**src/hw/serial_rx_pkg.sv**
```systemverilog
// Shared constants, register map and carrier types for the serial receive channel
package serial_rx_pkg;
	// Register byte offsets
	localparam logic [3:0] ctrl_addr = 4'h0;
	localparam logic [3:0] config_addr = 4'h4;
	localparam logic [3:0] status_addr = 4'h8;
	localparam logic [3:0] word_addr = 4'hc;
	localparam logic [1:0] resp_okay = 2'h0;
	localparam logic [1:0] resp_slverr = 2'h2;
	// Control register layout; calibration request is a write-only strobe
	localparam int recal_bit = 5;
	localparam int ctrl_width = 5;
	localparam int config_width = 16;
	// Timing at the 25 MHz core clock
	localparam int clk_period_ns = 40;
	localparam int cal_time_ns = 2000;
	localparam int link_gap_ns = 1000;
	localparam logic [7:0] cal_cycles = 8'(cal_time_ns / clk_period_ns);
	localparam logic [7:0] gap_cycles = 8'((link_gap_ns + clk_period_ns - 1) / clk_period_ns);
	// Lock qualification and aligner geometry
	localparam logic [3:0] lock_edges = 4'h8;
	localparam logic [2:0] lock_hits = 3'h4;
	localparam logic [2:0] phase_mid = 3'h4;
	localparam logic [2:0] phase_half = 3'h4;
	localparam int sync_depth = 6;
	localparam logic [7:0] rollover_reset = 8'h0a;

	typedef enum logic [1:0] {
		mode_non_aligned = 2'b00,
		mode_phase_aligned = 2'b01,
		mode_clock_recovery = 2'b10
	} rx_mode_t;

	typedef struct packed {
		logic realign_rst;
		logic fifo_rst;
		logic align_rst;
		logic freeze;
		logic slip_req;
	} ctrl_t;

	typedef struct packed {
		logic [7:0] rollover;
		logic [5:0] pad;
		rx_mode_t mode;
	} config_t;

	localparam ctrl_t ctrl_reset = '0;
	localparam config_t config_reset = '{rollover: rollover_reset, pad: 6'h0,
		mode: mode_non_aligned};
endpackage : serial_rx_pkg

```
**src/hw/bit_fifo.sv**
```systemverilog
// Small flop-based FIFO used between the phase aligner and the realigner
`timescale 1ns/100ps
module bit_fifo
#(
	parameter int WIDTH = 1,
	parameter int DEPTH = 6
)
(
	input wire logic clock,
	input wire logic flush,
	input wire logic in_valid,
	output logic in_ready,
	input wire logic [WIDTH-1:0] in_data,
	output logic out_valid,
	input wire logic out_ready,
	output logic [WIDTH-1:0] out_data
);
	localparam int PW = $clog2(DEPTH);
	logic [WIDTH-1:0] mem [DEPTH];
	logic [PW-1:0] wr_ptr;
	logic [PW-1:0] rd_ptr;
	logic [PW:0] count;
	logic push;
	logic pop;

	assign in_ready = count != (PW+1)'(DEPTH);
	assign out_valid = count != '0;
	assign out_data = mem[rd_ptr];
	assign push = in_valid && in_ready;
	assign pop = out_valid && out_ready;

	// Flush doubles as reset so one clear path serves every owner
	always_ff @(posedge clock)
	begin
		if (flush)
		begin
			wr_ptr <= '0;
			rd_ptr <= '0;
			count <= '0;
		end
		else
		begin
			if (push)
			begin
				mem[wr_ptr] <= in_data;
				wr_ptr <= (wr_ptr == PW'(DEPTH-1)) ? '0 : wr_ptr + 1'b1;
			end
			if (pop)
				rd_ptr <= (rd_ptr == PW'(DEPTH-1)) ? '0 : rd_ptr + 1'b1;
			count <= count + (PW+1)'(push) - (PW+1)'(pop);
		end
	end
endmodule : bit_fifo

```
**src/hw/pin_sync.sv**
```systemverilog
// Three-stage input synchroniser that accepts a change once stages two and three agree
`timescale 1ns/100ps
module pin_sync
(
	input wire logic clock,
	input wire logic rst_b,
	input wire logic d,
	output logic q
);
	logic s1;
	logic s2;
	logic s3;

	// Only the second stage reads the first; q follows when the last two agree
	always_ff @(posedge clock)
	begin
		if (!rst_b)
		begin
			s1 <= 1'b0;
			s2 <= 1'b0;
			s3 <= 1'b0;
			q <= 1'b0;
		end
		else
		begin
			s1 <= d;
			s2 <= s1;
			s3 <= s2;
			if (s2 == s3)
				q <= s3;
		end
	end
endmodule : pin_sync

```
**src/hw/serial_rx_align_control.sv**
```systemverilog
// Serial receive channel: phase aligner, sync buffer, bit-slip realigner and register slave
// Summary of operation
// - Each rising slip request moves the word boundary by exactly one bit.
// - With freeze low the aligner follows phase drift of the incoming data.
// - With freeze high the aligner keeps its last locked sampling phase.
// - Freeze has no effect in the mode without phase alignment.
// - Parallel word is exactly deserialize_factor bits wide.
// - Words change only on the parallel clock enable in every mode.
// - PLL lock flag is high while the reference link clock is steadily present.
// - Initial phase lock flag marks the first lock only and stays set afterwards.
// - Rollover output pulses for one parallel cycle after the programmed slip count.
// - Recovered parallel clock toggles only in clock recovery mode.
// - Calibration request starts calibration without resetting aligner or lock.
// - Calibration busy stays high for the whole calibration.
// - Aligner reset clears both the phase aligner and the sync buffer.
// - Buffer reset clears only the sync buffer.
// - Realign reset clears the realigner including its slip position.
// - All reset and control bits are active high.
// - Every control works per channel in all three receive modes, except freeze, which has no effect in the non-aligned mode.
// - Sync buffer is one bit wide and six entries deep.
// - At most ten parallel bits per channel.
//
// The AXI4-Lite register port and the address map were chosen for this implementation.
`timescale 1ns/100ps
module serial_rx_align_control
	import serial_rx_pkg::*;
#(
	parameter int DESER_FACTOR = 10 // Ten bits at most per channel
)
(
	input wire logic clock,
	input wire logic rst_b,
	input wire logic [3:0] s_awaddr,
	input wire logic s_awvalid,
	output logic s_awready,
	input wire logic [31:0] s_wdata,
	input wire logic [3:0] s_wstrb,
	input wire logic s_wvalid,
	output logic s_wready,
	output logic [1:0] s_bresp,
	output logic s_bvalid,
	input wire logic s_bready,
	input wire logic [3:0] s_araddr,
	input wire logic s_arvalid,
	output logic s_arready,
	output logic [31:0] s_rdata,
	output logic [1:0] s_rresp,
	output logic s_rvalid,
	input wire logic s_rready,
	input wire logic link_clk,
	input wire logic rx_serial,
	output logic [DESER_FACTOR-1:0] rx_word,
	output logic word_valid,
	output logic slip_rollover,
	output logic rec_clk,
	output logic pll_locked,
	output logic dpa_locked,
	output logic cal_busy
);
	localparam int CW = $clog2(DESER_FACTOR);
	localparam logic [CW-1:0] last_bit = CW'(DESER_FACTOR - 1);
	localparam logic [CW-1:0] half_bit = CW'(DESER_FACTOR / 2);

	ctrl_t ctrl;
	config_t cfg;
	logic aw_full;
	logic w_full;
	logic [3:0] aw_q;
	logic [31:0] w_q;
	logic [3:0] ws_q;
	logic do_write;
	logic recal_req;
	logic link_s;
	logic link_d;
	logic ser_s;
	logic ser_d;
	logic link_rise;
	logic [2:0] phase_cnt;
	logic [2:0] phase_sel;
	logic [2:0] hit_phase;
	logic [2:0] hits;
	logic tracking;
	logic align_clr;
	logic realign_clr;
	logic fifo_flush;
	logic bit_v;
	logic bit_d;
	logic slip_q;
	logic slip_pend;
	logic slip_take;
	logic roll_hit;
	logic roll_pend;
	logic [7:0] slip_count;
	logic [CW-1:0] bit_cnt;
	logic [DESER_FACTOR-1:0] shift;
	logic [7:0] gap_cnt;
	logic [3:0] edge_cnt;
	logic [7:0] cal_cnt;

	// Byte-lane merge for register writes
	function automatic logic [31:0] merge(input logic [31:0] old, input logic [31:0] nw,
		input logic [3:0] strb);
		logic [31:0] r;
		r = old;
		for (int i = 0; i < 4; i++)
			if (strb[i])
				r[i*8 +: 8] = nw[i*8 +: 8];
		return r;
	endfunction : merge

	// Write channel: address and data are taken in either order, answer follows both
	assign s_awready = !aw_full && !s_bvalid;
	assign s_wready = !w_full && !s_bvalid;
	assign do_write = aw_full && w_full && !s_bvalid;
	always_ff @(posedge clock)
	begin
		if (!rst_b)
		begin
			aw_full <= 1'b0;
			w_full <= 1'b0;
			aw_q <= 4'h0;
			w_q <= 32'h0;
			ws_q <= 4'h0;
			s_bvalid <= 1'b0;
			s_bresp <= resp_okay;
		end
		else
		begin
			if (s_awvalid && s_awready)
			begin
				aw_full <= 1'b1;
				aw_q <= s_awaddr;
			end
			if (s_wvalid && s_wready)
			begin
				w_full <= 1'b1;
				w_q <= s_wdata;
				ws_q <= s_wstrb;
			end
			if (do_write)
			begin
				aw_full <= 1'b0;
				w_full <= 1'b0;
				s_bvalid <= 1'b1;
				s_bresp <= (aw_q == ctrl_addr || aw_q == config_addr) ? resp_okay : resp_slverr;
			end
			else if (s_bvalid && s_bready)
				s_bvalid <= 1'b0;
		end
	end

	// Control and config storage; all control bits are active high
	assign recal_req = do_write && aw_q == ctrl_addr && ws_q[0] && w_q[recal_bit];
	always_ff @(posedge clock)
	begin
		if (!rst_b)
		begin
			ctrl <= ctrl_reset;
			cfg <= config_reset;
		end
		else if (do_write && aw_q == ctrl_addr)
			ctrl <= ctrl_t'(w_q[ctrl_width-1:0] & {ctrl_width{ws_q[0]}} |
				ctrl & {ctrl_width{!ws_q[0]}});
		else if (do_write && aw_q == config_addr)
			cfg <= config_t'(16'(merge({16'h0, cfg}, w_q, ws_q) & 32'h0000ff03));
	end

	// Read channel: one cycle to answer, unmapped offsets give a slave error
	assign s_arready = !s_rvalid;
	always_ff @(posedge clock)
	begin
		if (!rst_b)
		begin
			s_rvalid <= 1'b0;
			s_rdata <= 32'h0;
			s_rresp <= resp_okay;
		end
		else if (s_arvalid && s_arready)
		begin
			s_rvalid <= 1'b1;
			s_rresp <= resp_okay;
			unique case (s_araddr)
				ctrl_addr: s_rdata <= {27'h0, ctrl};
				config_addr: s_rdata <= {16'h0, cfg};
				status_addr: s_rdata <= {16'h0, slip_count, 1'b0, phase_sel, 1'b0, cal_busy,
					dpa_locked, pll_locked};
				word_addr: s_rdata <= 32'(rx_word);
				default:
				begin
					s_rdata <= 32'h0;
					s_rresp <= resp_slverr;
				end
			endcase
		end
		else if (s_rvalid && s_rready)
			s_rvalid <= 1'b0;
	end

	// Link clock and serial data come from the far side and are synchronised alike
	pin_sync link_sync (.clock(clock), .rst_b(rst_b), .d(link_clk), .q(link_s));
	pin_sync data_sync (.clock(clock), .rst_b(rst_b), .d(rx_serial), .q(ser_s));

	// Phase counter splits each link bit into eight sampling phases
	assign link_rise = link_s && !link_d;
	always_ff @(posedge clock)
	begin
		if (!rst_b)
		begin
			link_d <= 1'b0;
			ser_d <= 1'b0;
			phase_cnt <= 3'h0;
		end
		else
		begin
			link_d <= link_s;
			ser_d <= ser_s;
			phase_cnt <= link_rise ? 3'h0 : phase_cnt + 3'h1;
		end
	end

	// Aligner keeps the sampling point opposite the data transitions
	assign tracking = cfg.mode == mode_phase_aligned || cfg.mode == mode_clock_recovery;
	assign align_clr = !rst_b || ctrl.align_rst;
	always_ff @(posedge clock)
	begin
		if (align_clr)
		begin
			phase_sel <= phase_mid;
			hit_phase <= 3'h0;
			hits <= 3'h0;
			dpa_locked <= 1'b0;
		end
		else if (!tracking)
			phase_sel <= phase_mid;
		else if (ser_s != ser_d && !ctrl.freeze)
		begin
			phase_sel <= phase_cnt + phase_half;
			hit_phase <= phase_cnt;
			hits <= (phase_cnt != hit_phase) ? 3'h0 : (hits == lock_hits) ? hits : hits + 3'h1;
			// Sticky: a later phase change never drops it, only a reset does
			if (phase_cnt == hit_phase && hits == lock_hits - 3'h1)
				dpa_locked <= 1'b1;
		end
	end

	// One-bit six-deep buffer between aligner and realigner
	assign fifo_flush = align_clr || ctrl.fifo_rst;
	bit_fifo #(.WIDTH(1), .DEPTH(sync_depth)) sync_buf (
		.clock(clock),
		.flush(fifo_flush),
		.in_valid(phase_cnt == phase_sel),
		.in_ready(),
		.in_data(ser_s),
		.out_valid(bit_v),
		.out_ready(1'b1),
		.out_data(bit_d)
	);

	// Realigner: a slip lets one bit in without counting it
	assign realign_clr = !rst_b || ctrl.realign_rst;
	assign slip_take = bit_v && slip_pend;
	assign roll_hit = slip_take && slip_count == cfg.rollover - 8'h1;
	always_ff @(posedge clock)
	begin
		if (realign_clr)
		begin
			slip_q <= 1'b0;
			slip_pend <= 1'b0;
			slip_count <= 8'h0;
			bit_cnt <= '0;
			shift <= '0;
		end
		else
		begin
			slip_q <= ctrl.slip_req;
			// A new edge in the cycle a slip is taken is kept, not lost
			if (ctrl.slip_req && !slip_q)
				slip_pend <= 1'b1;
			else if (slip_take)
				slip_pend <= 1'b0;
			if (slip_take)
				slip_count <= roll_hit ? 8'h0 : slip_count + 8'h1;
			if (bit_v)
			begin
				shift <= {shift[DESER_FACTOR-2:0], bit_d};
				if (!slip_pend)
					bit_cnt <= (bit_cnt == last_bit) ? '0 : bit_cnt + 1'b1;
			end
		end
	end

	// Word output and rollover marker move only on the parallel clock enable
	always_ff @(posedge clock)
	begin
		if (realign_clr)
		begin
			// The last word stays readable through a realign reset; only a full reset clears it
			if (!rst_b)
				rx_word <= '0;
			word_valid <= 1'b0;
			roll_pend <= 1'b0;
			slip_rollover <= 1'b0;
		end
		else
		begin
			word_valid <= bit_v && !slip_pend && bit_cnt == last_bit;
			if (bit_v && !slip_pend && bit_cnt == last_bit)
			begin
				rx_word <= {shift[DESER_FACTOR-2:0], bit_d};
				slip_rollover <= roll_pend;
				roll_pend <= roll_hit;
			end
			else if (roll_hit)
				roll_pend <= 1'b1;
		end
	end

	// Recovered parallel clock: high for the first half of each word, recovery mode only
	always_ff @(posedge clock)
	begin
		if (realign_clr || cfg.mode != mode_clock_recovery)
			rec_clk <= 1'b0;
		else if (bit_v)
			rec_clk <= bit_cnt < half_bit;
	end

	// Link lock: a run of edges with no long gap counts as locked
	always_ff @(posedge clock)
	begin
		if (!rst_b)
		begin
			gap_cnt <= 8'h0;
			edge_cnt <= 4'h0;
			pll_locked <= 1'b0;
		end
		else
		begin
			pll_locked <= edge_cnt == lock_edges;
			if (link_rise)
			begin
				gap_cnt <= 8'h0;
				if (edge_cnt != lock_edges)
					edge_cnt <= edge_cnt + 4'h1;
			end
			else if (gap_cnt == gap_cycles)
				edge_cnt <= 4'h0;
			else
				gap_cnt <= gap_cnt + 8'h1;
		end
	end

	// Calibration runs beside the aligner and touches no lock state
	always_ff @(posedge clock)
	begin
		if (!rst_b)
			cal_cnt <= 8'h0;
		else if (recal_req && cal_cnt == 8'h0)
			cal_cnt <= cal_cycles;
		else if (cal_cnt != 8'h0)
			cal_cnt <= cal_cnt - 8'h1;
	end
	assign cal_busy = cal_cnt != 8'h0;
endmodule : serial_rx_align_control

```
**config.mk**
```make
export PLATFORM = sky130hd
export DESIGN_NAME = serial_rx_align_control
export DESIGN_NICKNAME = d
export VERILOG_FILES = /design/src/hw/serial_rx_pkg.sv /design/src/hw/bit_fifo.sv /design/src/hw/pin_sync.sv /design/src/hw/serial_rx_align_control.sv
export SDC_FILE = /design/constraint.sdc
export NUM_CORES = 1
export LEC_CHECK = 0
export BUFFER_PORTS_ARGS = -buffer_cell sky130_fd_sc_hd__buf_2
export CAP_MARGIN = 20
export CORE_UTILIZATION = 44
export CTS_CLUSTER_SIZE = 28
export DETAILED_ROUTE_END_ITERATION = 10
export HOLD_SLACK_MARGIN = 0.05
export PLACE_DENSITY = 0.74
export RECOVER_POWER = 50
export SETUP_SLACK_MARGIN = 0.05
export SLEW_MARGIN = 20
export SYNTH_ARGS = -nofsm -noshare
export SYNTH_HDL_FRONTEND = slang
export SYNTH_HIERARCHICAL = 1
export SYNTH_SLANG_ARGS = --single-unit
```
**constraint.sdc**
```tcl
create_clock -name clock -period 2.99 [get_ports clock]
set_input_delay 0.299 -clock clock [delete_from_list [all_inputs] [get_ports clock]]
set_output_delay 0.299 -clock clock [all_outputs]
set_load 0.01 [all_outputs]
```
* After elaboration in Yosys (flattened, before gate mapping)
Memory sizes are Yosys's and may differ from the RTL's. A register that Yosys moved wholly into a read port is not among the register bits.
Index checks and enable logic that the tools add are counted.
** Storage, ports and cells
- Register bits :: 168
- Latch bits :: 0
- Bits in writable memories :: 6
- ROM bits :: 0
- Bits of input ports :: 53
- Output and inout port bits :: 57
- Word-level logic and storage cells :: 192
- Memories kept :: 1
** Operators by class
- Add/sub/neg operators :: 13
- Multipliers :: 0
- Div/mod/pow operators :: 0
- Magnitude comparators :: 1
- Equal/unequal tests :: 26
- Shifts and indexed selects :: 0
- Multiplexer cells :: 30
- Bitwise gates (word level) :: 7
- Reduce and logical (&&, ||, !) cells :: 64
** Memory list
- sync_buf.mem :: words 6, width 1, rd ports 1, clocked after Yosys merged registers in 1, write ports 1, RTL line bit_fifo.sv:19 : logic [WIDTH-1:0] mem [DEPTH];
** Operator list (count)
- one-hot mux 16 bit (4 select lines) :: 1
- 2-to-1 mux 10 bit :: 3
- logical AND 1 bit :: 23
- 2-to-1 mux 3 bit :: 6
- adder 8 x 1 -> 8 bit, second input constant :: 2
- == test 4 bit, second input constant :: 4
- 2-to-1 mux 4 bit :: 4
- subtractor 8 x 1 -> 8 bit, second input constant :: 2
- nonzero test 2 bit :: 7
- adder 3 x 1 -> 3 bit, second input constant :: 4
- 2-to-1 mux 6 bit :: 2
- AND reduction 3 bit :: 4
- 2-to-1 mux 1 bit :: 11
- bitwise AND 5 bit :: 2
- logical NOT 1 bit :: 10
- == test 3 bit, second input constant :: 3
- adder 4 x 1 -> 4 bit, second input constant :: 2
- == test 4 x 3 -> 1 bit, second input constant :: 2
- == test 8 x 5 -> 1 bit, second input constant :: 1
- == test 8 bit :: 1
- logical NOT 4 bit :: 2
- logical NOT 8 bit :: 1
- 2-to-1 mux 8 bit :: 1
- AND reduction 2 bit :: 4
- other kinds (23) :: 39

* Logic depth before layout (Yosys ltp)
Gate-level depths: netlist of the first run.
- Depth after elaboration :: 7
- Depth in mapped cells :: 12

* Cells and area by module
The synthesis of the first run kept the hierarchy.
** By module, submodules not included
- serial_rx_align_control :: instances 1, cells an instance 651, area each 5789.3 um2, sequential area each 2702.6 um2
- bit_fifo :: instances 1, cells an instance 81, area each 862.1 um2, sequential area each 440.4 um2
- pin_sync :: instances 2, cells an instance 10, area each 116.4 um2, sequential area each 80.1 um2

* Least setup slack after synthesis of the first run
No wires, ideal clock.
- Path type :: register to register
- Start point :: register sync_buf.count[2]
- End point :: register rx_word[0] (enable)
- Library setup time :: 0.391 ns
- Data arrival time :: 2.153 ns
- Slack :: 0.446 ns
- Cell stages (with the launch flop) :: 10
- Clock period less this slack :: 2.544 ns
- Cells stage by stage :: dfxtp_1 inv_1 ha_1 nor3b_2 inv_1 clkbuf_1 nand3b_1 nor2_1 nand2_1 o21ai_0
** Between the ends
- Longest elaborated chain between the ends :: 5
** RTL lines
- from (decl) :: RTL line bit_fifo.sv:22 : logic [PW:0] count;
- from (signal assigned) :: RTL line bit_fifo.sv:50 : count <= count + (PW+1)'(push) - (PW+1)'(pop);
- nonzero test 4 bit :: RTL line bit_fifo.sv:27 : assign out_valid = count != '0;
- net bit_v :: RTL line serial_rx_align_control.sv:86 : logic bit_v;
- logical AND 1 bit (2 in series) :: RTL line serial_rx_align_control.sv:307 : if (bit_v && !slip_pend && bit_cnt == last_bit)
- nonzero test 2 bit (no source line)
- AND reduction 2 bit (no source line)
- to (signal assigned) :: RTL line serial_rx_align_control.sv:309 : rx_word <= {shift[DESER_FACTOR-2:0], bit_d};
- to (decl) :: RTL line serial_rx_align_control.sv:52 : output logic [DESER_FACTOR-1:0] rx_word,
The timed path passes the listed nets, and every way through them passes these cells.
A chain may end at the register's enable or synchronous reset.

* Final worst setup path of the first run
- Start point :: register phase_cnt[2]
- End point :: register sync_buf.count[2]
** Between the ends
- Longest elaborated chain between the ends :: 4
** RTL lines
- from (decl) :: RTL line serial_rx_align_control.sv:78 : logic [2:0] phase_cnt;
- from (signal assigned) :: RTL line serial_rx_align_control.sv:217 : phase_cnt <= link_rise ? 3'h0 : phase_cnt + 3'h1;
- == test 3 bit :: RTL line serial_rx_align_control.sv:251 : .in_valid(phase_cnt == phase_sel),
- logical AND 1 bit :: RTL line bit_fifo.sv:29 : assign push = in_valid && in_ready;
- adder 4 x 1 -> 4 bit :: RTL line bit_fifo.sv:50
- subtractor 4 x 1 -> 4 bit :: RTL line bit_fifo.sv:50
No other way between the ends.

==> impl_metrics.py, run 1 <==
metrics = {
    "status": {
        "status": "finished clean",
    },
    "setup_path": {
        "crit_type": "register to register",
        "r2r_slack_ns": 0.64,
        "crit_arrival_ns": 2.65,
        "worstPathRequired_ns": 3.29,
        "critPathLaunchType": "register",
        "crit_path_max_fanout": 5,
        "end_kind": "register",
    },
    "timing": {
        "setup_viol": 0,
        "hold_viol": 0,
        "layout_min_cycle_time_ns": 2.35,
        "tns_ns": 0,
        "final-max-slew-violation-count": 0,
        "clock_skew_ns": 0.00641,
        "clock.fmax_mhz": 426,
        "fin_crit_sh": 0.786,
        "worst_pin_slew_ns": 1.31,
        "fin_ws_ns": 0.640,
        "slew_headroom": 0.130,
        "rsz0062_at_grt": "false",
    },
    "power": {
        "power_density_nw_per_um2": 697,
        "p_total_w": 0.00550,
        "peakVddDrop_mv": 0.434,
        "p_leak_nw": 3.11,
    },
    "yosys": {
        "synthXorXnorAreaFrac": 0.0458,
        "syn_avg_cell_area_um2": 9.15,
        "syn_inst": 752,
        "yosysMostFrequentCell": "dfxtp_1",
        "synth_edf_count": 16,
        "synthMuxAreaShare": 0.0589,
        "synthFlopType": "dfxtp_1",
        "synthArstFlopShare": 0,
        "synth_adder_area_share": 0.0374,
        "synth_compound_gate_area_share": 0.110,
        "synth.yosys.seq_area_share": 0.480,
        "synthDistinctLibCells": 64,
        "synth_top_area_frac": 0.410,
        "synth_commonest_cells": "dfxtp_1 (141), nor2_1 (94), nand2_1 (77)",
        "synth_top_family_by_area": "simple AND/OR/NAND/NOR gates",
        "synth-simple-area-share": 0.211,
        "yosys.area.top_type": "dfxtp_1",
        "synth.area.top_cells": "dfxtp_1 (41%), edfxtp_1 (7.0%), nor2_1 (5.1%), nand2_1 (4.2%), mux2i_1 (3.9%)",
        "syn_area_um2": 6880,
        "ys_ff_latch": 157,
        "yosysWarningCount": 6,
    },
    "die": {
        "rows": 45,
        "die-area_um2": 16100,
        "die_h_um": 127,
        "ios": 110,
        "initial_utilization": 0.451,
        "core_um2": 15300,
        "die_w_um": 127,
    },
    "global_route": {
        "grt.overflow.total": 0,
        "antenna_found_initial": 0,
        "gr-usage-all-layers": 0.182,
        "grt_max_degree": 65,
        "grt_pass1_wl_mm": 23.2,
        "grt_pass1_vias": 4959,
    },
    "layout": {
        "nets": 887,
        "final-instance-count-excl-fill": 1038,
        "layout-drive-gt1-share": 0.108,
        "antennaDiodeCount": 0,
        "area_growth_syn_to_layout_pct": 14.6,
    },
    "clock_network": {
        "cts-buffers-inserted": 17,
        "max-clock-path-buffers": 2,
        "post_cts_buffers": 0,
        "clk_latency_ns": 0.42,
        "cts.clk_slew.worst_paths_ns": 0.06,
        "htreeDepth": 4,
        "tritoncts": "built",
        "postCtsResizedCells": 0,
        "cts-root-buf": "clkbuf_16",
        "ctsHoldBuffers": 1,
        "cts_num_sinks": 157,
    },
    "detailed_routing": {
        "vias": 5200,
        "vias_per_cell": 5.01,
        "dr.pass1.iters": 4,
        "route.antenna.remaining_nets": 0,
        "drt-total-wl_mm": 13.8,
        "routedWlPerCell_um": 13.3,
        "dr.first_iter.drc_count": 318,
        "drc_errors": 0,
    },
    "worst_hold_path": {
        "hp-class": "input port to register",
    },
    "place": {
        "post-place-ws_ns": 0.636,
        "io_buffer_count": 71,
        "place.gp.congestion": 0.847,
        "dp.final_hpwl_mm": 9.78,
        "dp_cells": 1005,
    },
    "run": {
        "maxCapViolations": 0,
    },
}
==> metrics by stage <==
stage,hold WS (ns),utilization,instance area [um^2]
after detailed placement,0.424,0.481,7340
after floorplan,0.399,-,6960
final,0.0771,0.517,7890
after global placement,0.417,0.481,7340
after global routing,0.0671,0.517,7890
after CTS,0.0547,0.521,7960
==> worst paths after layout <==
check / startpoint / cells after the start / to
max: phase_cnt[2] / 10 / sync_buf/count[2]
min: rx_serial / 2 / data_sync/s1
max reg2reg: phase_cnt[2] / 10 / sync_buf/count[2]
min reg2reg: data_sync/s1 / 1 / data_sync/s2
==> worst max-delay path, cell delays in order, from the launching register on <==
cell and delay [ns]:
dfxtp_1 0.37, xor2_1 0.18, nor3_1 0.42, nand2_1 0.14
ha_1 0.31, inv_1 0.05, ha_1 0.15, inv_1 0.06
fa_1 0.37, xor2_1 0.13, nor2_1 0.05
==> area by class of cell <==
type / count / area (um^2)
clock buffer: 23 / 499
tap: 211 / 264
multi-input combinational: 533 / 3260
sequential: 157 / 3300
clock inverter: 9 / 106
inverter: 28 / 105
fill: 1387 / 7370
timing repair buffer: 77 / 348
==> flip-flops by register name (all words and copies together), names as in the netlist, 4 cells and up, named ones only <==
signal / count
cal_cnt: 8
slip_count: 8
s_rdata: 16
sync_buf/mem: 6
sync_buf/count: 4
rx_word: 10
bit_cnt: 4
shift: 9
aw_q: 4
edge_cnt: 4
gap_cnt: 8
cfg: 10
w_q: 14
==> cells in the final DEF (no fill, tap or decap), types with 4 or more instances in the layout <==
cell type  count
nand2_1       77
and2_0        12
a311oi_1       4
xnor2_1       19
ha_1          19
inv_1         27
buf_2         32
edfxtp_1      16
conb_1        21
a22oi_1       14
nand3b_1       4
clkbuf_1      42
o21ai_1        4
nor2b_1        8
o21ai_0       17
mux2i_1       27
nand3_1       22
clkbuf_16     18
nand2b_1      11
mux2_2         6
and3_1        10
nor2_1        94
a21oi_1       48
and2_1        10
a211oi_1       4
nor3_1        32
a22o_1         8
dfxtp_1      141
xor2_1        17
==> report_power, final <==
group / switching [W] / leakage, nW / internal [W] / total [W]
Combinational: 0.000518 / 1.51 / 0.000397 / 0.000915
Clock: 0.000818 / 0.299 / 0.00135 / 0.00216
Sequential: 0.000133 / 1.31 / 0.00229 / 0.00242
Total: 0.00147 / 3.11 / 0.00403 / 0.00550
==> cells by family after synthesis <==
logic type                 after synthesis
other                                    2
xor gates and xnor gates                36
buffers and inverters                   81
muxes                                   36
adders and majority gates               20
DFF                                    157
and+or+nand+nor                        302
AOI/OAI and AO/OA                      118
==> layer usage <==
metal / GRT usage / part of all wire / up-vias / wire, um
li1: - / - / 2653 / -
met1: 0.225 / 0.46 / 2434 / 6300
met2: 0.307 / 0.49 / 98 / 6740
met3: 0.0461 / 0.044 / 15 / 604
met4: 0.0686 / 0.011 / 0 / 158
met5: 0 / 0 / - / 0
(Power assumes the default switching activity.)
==> inputs of run 2 (changes only) <==
==> constraint.sdc (replaced) <==
create_clock -name clock -period 2.25 [get_ports clock]
set_input_delay 0.225 -clock clock [delete_from_list [all_inputs] [get_ports clock]]
set_output_delay 0.225 -clock clock [all_outputs]
set_load 0.01 [all_outputs]
==> impl_metrics.py, run 2 (synthesized netlist as in run 1, its figures left out) <==
metrics = {
    "global_route": {
        "grt_pass1_wl_mm": 24.2,
        "grt.met1_usage": 0.234,
        "antenna_found_initial": 0,
        "grt_max_degree": 65,
        "grt.overflow.total": 0,
        "met3_usage": 0.0436,
        "gr-usage-all-layers": 0.193,
        "busiest_layer": "met2",
        "grt_util_met2": 0.332,
        "grt_pass1_vias": 5013,
    },
    "detailed_routing": {
        "drc_errors": 0,
        "dr.pass1.iters": 5,
        "dr.first_iter.drc_count": 309,
        "vias": 5356,
        "route.antenna.remaining_nets": 0,
        "drt-total-wl_mm": 14.7,
        "vias_per_cell": 5.01,
        "routedWlPerCell_um": 13.7,
    },
    "layout": {
        "final_common_cell": "dfxtp_1",
        "largest_register": "s_rdata",
        "antennaDiodeCount": 0,
        "fill_cells": 1391,
        "top_regs": "s_rdata (16), w_q (14)",
        "largest_reg_flops": 16,
        "nets": 919,
        "final_cell_mix": "dfxtp_1 (138), nor2_1 (94), nand2_1 (76)",
        "area_growth_syn_to_layout_pct": 19.4,
        "final-instance-count-excl-fill": 1070,
        "layout-drive-gt1-share": 0.140,
    },
    "setup_path": {
        "slowest_stage": "fa_2",
        "cpMostUsedCell": "inv_2",
        "crit_arrival_ns": 2.41,
        "crit_type": "register to register",
        "crit_path_max_fanout": 2,
        "end_kind": "register",
        "reg2reg_from": "sync_buf/count[2]",
        "cp-startpoint": "sync_buf/count[2]",
        "cp_num_buf_inv": 4,
        "path_cells": "inv_2 -> ha_2 -> nor3b_4 -> inv_2 -> and2_4 -> ha_4 -> inv_1 -> ha_2 -> inv_2 -> fa_2 -> nor2_1",
        "slowest_delay_ns": 0.52,
        "worstPathRequired_ns": 2.53,
        "critPathLaunchType": "register",
        "path_delay_family": "adder cells",
    },
    "clock_network": {
        "cts-root-buf": "clkbuf_16",
        "cts.clk_slew.worst_paths_ns": 0.06,
        "clk_latency_ns": 0.42,
        "tritoncts": "built",
        "max-clock-path-buffers": 2,
        "cts_num_sinks": 157,
        "htreeDepth": 4,
        "cts-buffers-inserted": 17,
    },
    "timing": {
        "fin_ws_ns": 0.115,
        "tns_ns": 0,
        "rsz0062_at_grt": "true",
        "slew_headroom": 0.361,
        "final-max-slew-violation-count": 0,
        "holdWs_ns": 0.0647,
        "hold_viol": 0,
        "clock.fmax_mhz": 468,
        "fin_crit_sh": 0.949,
        "clock_skew_ns": 0.00927,
        "worst_pin_slew_ns": 0.959,
        "layout_min_cycle_time_ns": 2.13,
        "setup_viol": 0,
    },
    "worst_hold_path": {
        "min_from": "s_wdata[3]",
        "hp-class": "input port to register",
    },
    "place": {
        "io_buffer_count": 71,
        "place.gp.congestion": 0.835,
        "dp_cells": 1016,
        "dp.final_hpwl_mm": 10.1,
        "post-place-ws_ns": 0.0769,
    },
    "power": {
        "p_leak_nw": 3.26,
        "peakVddDrop_mv": 0.601,
        "power_density_nw_per_um2": 915,
    },
    "run": {
        "maxCapViolations": 0,
    },
    "die": {
        "core_um2": 15300,
        "die-area_um2": 16100,
        "rows": 45,
        "die_h_um": 127,
        "die_w_um": 127,
        "initial_utilization": 0.451,
        "ios": 110,
    },
    "status": {
        "status": "finished clean",
    },
}
==> run 2: layout make-up <==
type	instances	area (um^2)	share of cell area
clock buffers	22	475	0.0579
well taps	211	264	0.0321
repair buffers	109	637	0.0775
multi-input cells	533	3320	0.404
flip-flops and latches	157	3310	0.402
clock inverters	10	113	0.0137
inverters	28	105	0.0128
==> run 2: per-layer routing <==
layer,part of all wire,vias up,routed length [um]
li1,-,2728,-
met1,0.45,2523,6690
met2,0.50,86,7290
met3,0.033,19,482
met4,0.017,0,246
met5,0,-,0
==> run 2: power by group <==
part | internal [W] | switching [W] | leakage, nW
clock network | 0.00172 | 0.00111 | 0.285
registers | 0.00304 | 0.000193 | 1.31
logic | 0.000692 | 0.000764 | 1.67
==> run 2: worst min-delay path, cell delays in order <==
cell and delay (ns):
buf_2 0.10, nand2_1 0.06, a21oi_1 0.05
==> run 2: metrics by stage <==
stage           util  area, um^2  power, W
2_1_floorplan      -        6960   0.00424
3_3_place_gp   0.489        7460   0.00456
3_5_place_dp   0.489        7460   0.00460
4_1_cts        0.538        8210   0.00747
5_1_grt        0.538        8220   0.00791
6_report       0.538        8220   0.00752
==> run 2: timing repair <==
action,CTS,global route
resized for setup,0,15
setup buffers,0,6
endpoints found under the hold margin,16,0
setup endpoints to repair,0,10
hold buffers,16,0
==> run 2: final timing paths <==
kind / slack, ns / endpoint / depth (start not counted)
max: 0.12 / sync_buf/count[1] / 11
min: 0.06 / w_q[3] / 3
max reg2reg: 0.12 / sync_buf/count[1] / 11
min reg2reg: 0.43 / data_sync/s2 / 1
==> inputs of run 3 (changes only) <==
--- a/config.mk
+++ b/config.mk
@@ -5,13 +5,13 @@
 export SDC_FILE = /design/constraint.sdc
 export NUM_CORES = 1
 export LEC_CHECK = 0
-export BUFFER_PORTS_ARGS = -buffer_cell sky130_fd_sc_hd__buf_2
 export CAP_MARGIN = 20
 export CORE_UTILIZATION = 44
 export CTS_CLUSTER_SIZE = 28
 export DETAILED_ROUTE_END_ITERATION = 10
+export DONT_BUFFER_PORTS = 1
 export HOLD_SLACK_MARGIN = 0.05
-export PLACE_DENSITY = 0.74
+export PLACE_DENSITY = 0.68
 export RECOVER_POWER = 50
 export SETUP_SLACK_MARGIN = 0.05
 export SLEW_MARGIN = 20
==> impl_metrics.py, run 3 (synthesized netlist as in run 1, its figures left out) <==
metrics = {
    "die": {
        "core_um2": 15300,
        "rows": 45,
        "initial_utilization": 0.451,
        "ios": 110,
        "die-area_um2": 16100,
        "die_h_um": 127,
        "die_w_um": 127,
    },
    "layout": {
        "multi_input_area_um2": 3290,
        "largest_reg_flops": 16,
        "top_regs": "s_rdata (16), w_q (14)",
        "final_common_cell": "dfxtp_1",
        "fin_area_um2": 7980,
        "nets": 858,
        "largest_register": "s_rdata",
        "fill_cells": 1388,
        "antennaDiodeCount": 0,
        "layout-drive-gt1-share": 0.109,
        "seq_area_um2": 3310,
        "final_cell_mix": "dfxtp_1 (138), nor2_1 (94), nand2_1 (77)",
        "area_growth_syn_to_layout_pct": 15.9,
    },
    "setup_path": {
        "critPathLaunchType": "register",
        "crit_path_max_fanout": 2,
        "cpMostUsedCell": "inv_2",
        "path_cells": "inv_2 -> ha_1 -> nor3b_4 -> inv_2 -> and2_4 -> ha_1 -> inv_1 -> ha_2 -> inv_2 -> fa_2 -> nor2_1",
        "ff2ff_path_depth": 11,
        "slowest_delay_ns": 0.51,
        "cp.depth": 11,
        "worstPathRequired_ns": 2.56,
        "rr_endpoint": "sync_buf/count[1]",
        "path_delay_family": "adder cells",
        "crit_type": "register to register",
        "end_kind": "register",
        "reg2reg_from": "sync_buf/count[2]",
        "cp-startpoint": "sync_buf/count[2]",
        "crit_arrival_ns": 2.46,
        "crit_end": "sync_buf/count[1]",
        "r2r_slack_ns": 0.1,
        "cp_num_buf_inv": 4,
        "slowest_stage": "fa_2",
    },
    "timing": {
        "clock.fmax_mhz": 465,
        "slew_headroom": 0.508,
        "hold_viol": 0,
        "setup_viol": 0,
        "layout_min_cycle_time_ns": 2.15,
        "holdWs_ns": 0.0679,
        "rsz0062_at_grt": "true",
        "tns_ns": 0,
        "final-max-slew-violation-count": 0,
        "worst_pin_slew_ns": 0.735,
        "clock_skew_ns": 0.00790,
        "fin_crit_sh": 0.956,
        "fin_ws_ns": 0.0987,
    },
    "detailed_routing": {
        "routedWlPerCell_um": 14.1,
        "vias": 5067,
        "drc_errors": 0,
        "route.antenna.remaining_nets": 0,
        "dr.pass1.iters": 4,
        "dr.first_iter.drc_count": 293,
        "vias_per_cell": 5.02,
        "drt-total-wl_mm": 14.2,
    },
    "place": {
        "dp.final_hpwl_mm": 9.92,
        "place_area_um2": 7080,
        "place.gp.congestion": 0.828,
        "post-place-ws_ns": 0.0542,
        "io_buffer_count": 0,
    },
    "clock_network": {
        "clk_latency_ns": 0.42,
        "tritoncts": "built",
        "cts.clk_slew.worst_paths_ns": 0.06,
        "cts-root-buf": "clkbuf_16",
        "cts_num_sinks": 157,
        "max-clock-path-buffers": 2,
        "htreeDepth": 4,
        "cts-buffers-inserted": 17,
    },
    "power": {
        "power_density_nw_per_um2": 910,
        "p_total_w": 0.00726,
        "power_frac_comb": 0.184,
        "p_leak_nw": 3.14,
        "p_int_w": 0.00517,
        "seqPwrFrac": 0.446,
        "p_clk_frac": 0.370,
        "peakVddDrop_mv": 0.601,
        "p_sw_w": 0.00209,
        "swShare": 0.288,
    },
    "global_route": {
        "gr-usage-all-layers": 0.186,
        "grt_pass1_wl_mm": 23.5,
        "grt.overflow.total": 0,
        "antenna_found_initial": 0,
        "grt_max_degree": 65,
        "grt_pass1_vias": 4835,
    },
    "run": {
        "maxCapViolations": 0,
    },
    "worst_hold_path": {
        "hp-class": "input port to register",
    },
    "status": {
        "status": "finished clean",
    },
}
run 3: final cells by class:
class,instances,share of cell area
Clock inverter,13,0.0127
Tap cell,211,0.0331
Timing Repair Buffer,48,0.0571
Sequential cell,157,0.414
Inverter,28,0.0132
Multi-Input combinational cell,533,0.413
Clock buffer,19,0.0569
run 3: power by group through the flow:
stage / registers (W) / clock network [W] / logic [W]
global placement: 0.00328 / 0 / 0.00121
finish: 0.00324 / 0.00269 / 0.00134
global route: 0.00327 / 0.00287 / 0.00152
detailed placement: 0.00329 / 0 / 0.00124
CTS: 0.00323 / 0.00275 / 0.00129
floorplan: 0.00324 / 0 / 0.000999
run 3: routing by layer:
metal | vias to the layer above | GRT usage | routed length [um]
li1 | 2595 | - | -
met1 | 2353 | 0.223 | 6350
met2 | 106 | 0.306 | 6770
met3 | 13 | 0.0691 | 883
met4 | 0 | 0.0686 | 189
met5 | - | 0 | 0
run 3: stage by stage:
step,cells,util
6_report,1009,0.523
5_1_grt,1009,0.523
4_1_cts,1005,0.519
3_5_place_dp,945,0.464
3_3_place_gp,945,0.464
2_1_floorplan,771,-
run 3: worst reg2reg max path: cells and delay by family, from the launching register on:
| kind | cells | cell delay (ns) |
|---|---|---|
| fa+ha+maj | 4 | 1.10 |
| buf+inv | 4 | 0.21 |
| flops | 1 | 0.32 |
| simple gates | 3 | 0.40 |
run 3: what timing repair did:
item,4_1_cts,5_1_grt
endpoints found under the hold margin,41,0
hold buffers,28,0
gates resized for setup,0,10
setup buffers,0,4
endpoints found under the setup margin,0,10
run 3: worst min-delay path by stage:
stage	from	end	slack, ns	cells after the start
floorplan	s_rready	s_rvalid	0.33	1
finish	rst_b	phase_cnt[0]	0.07	2
CTS	rst_b	phase_cnt[0]	0.07	2
global placement	rst_b	cfg[11]	0.31	1
global route	rst_b	phase_cnt[0]	0.08	2
detailed placement	rst_b	cfg[11]	0.31	1
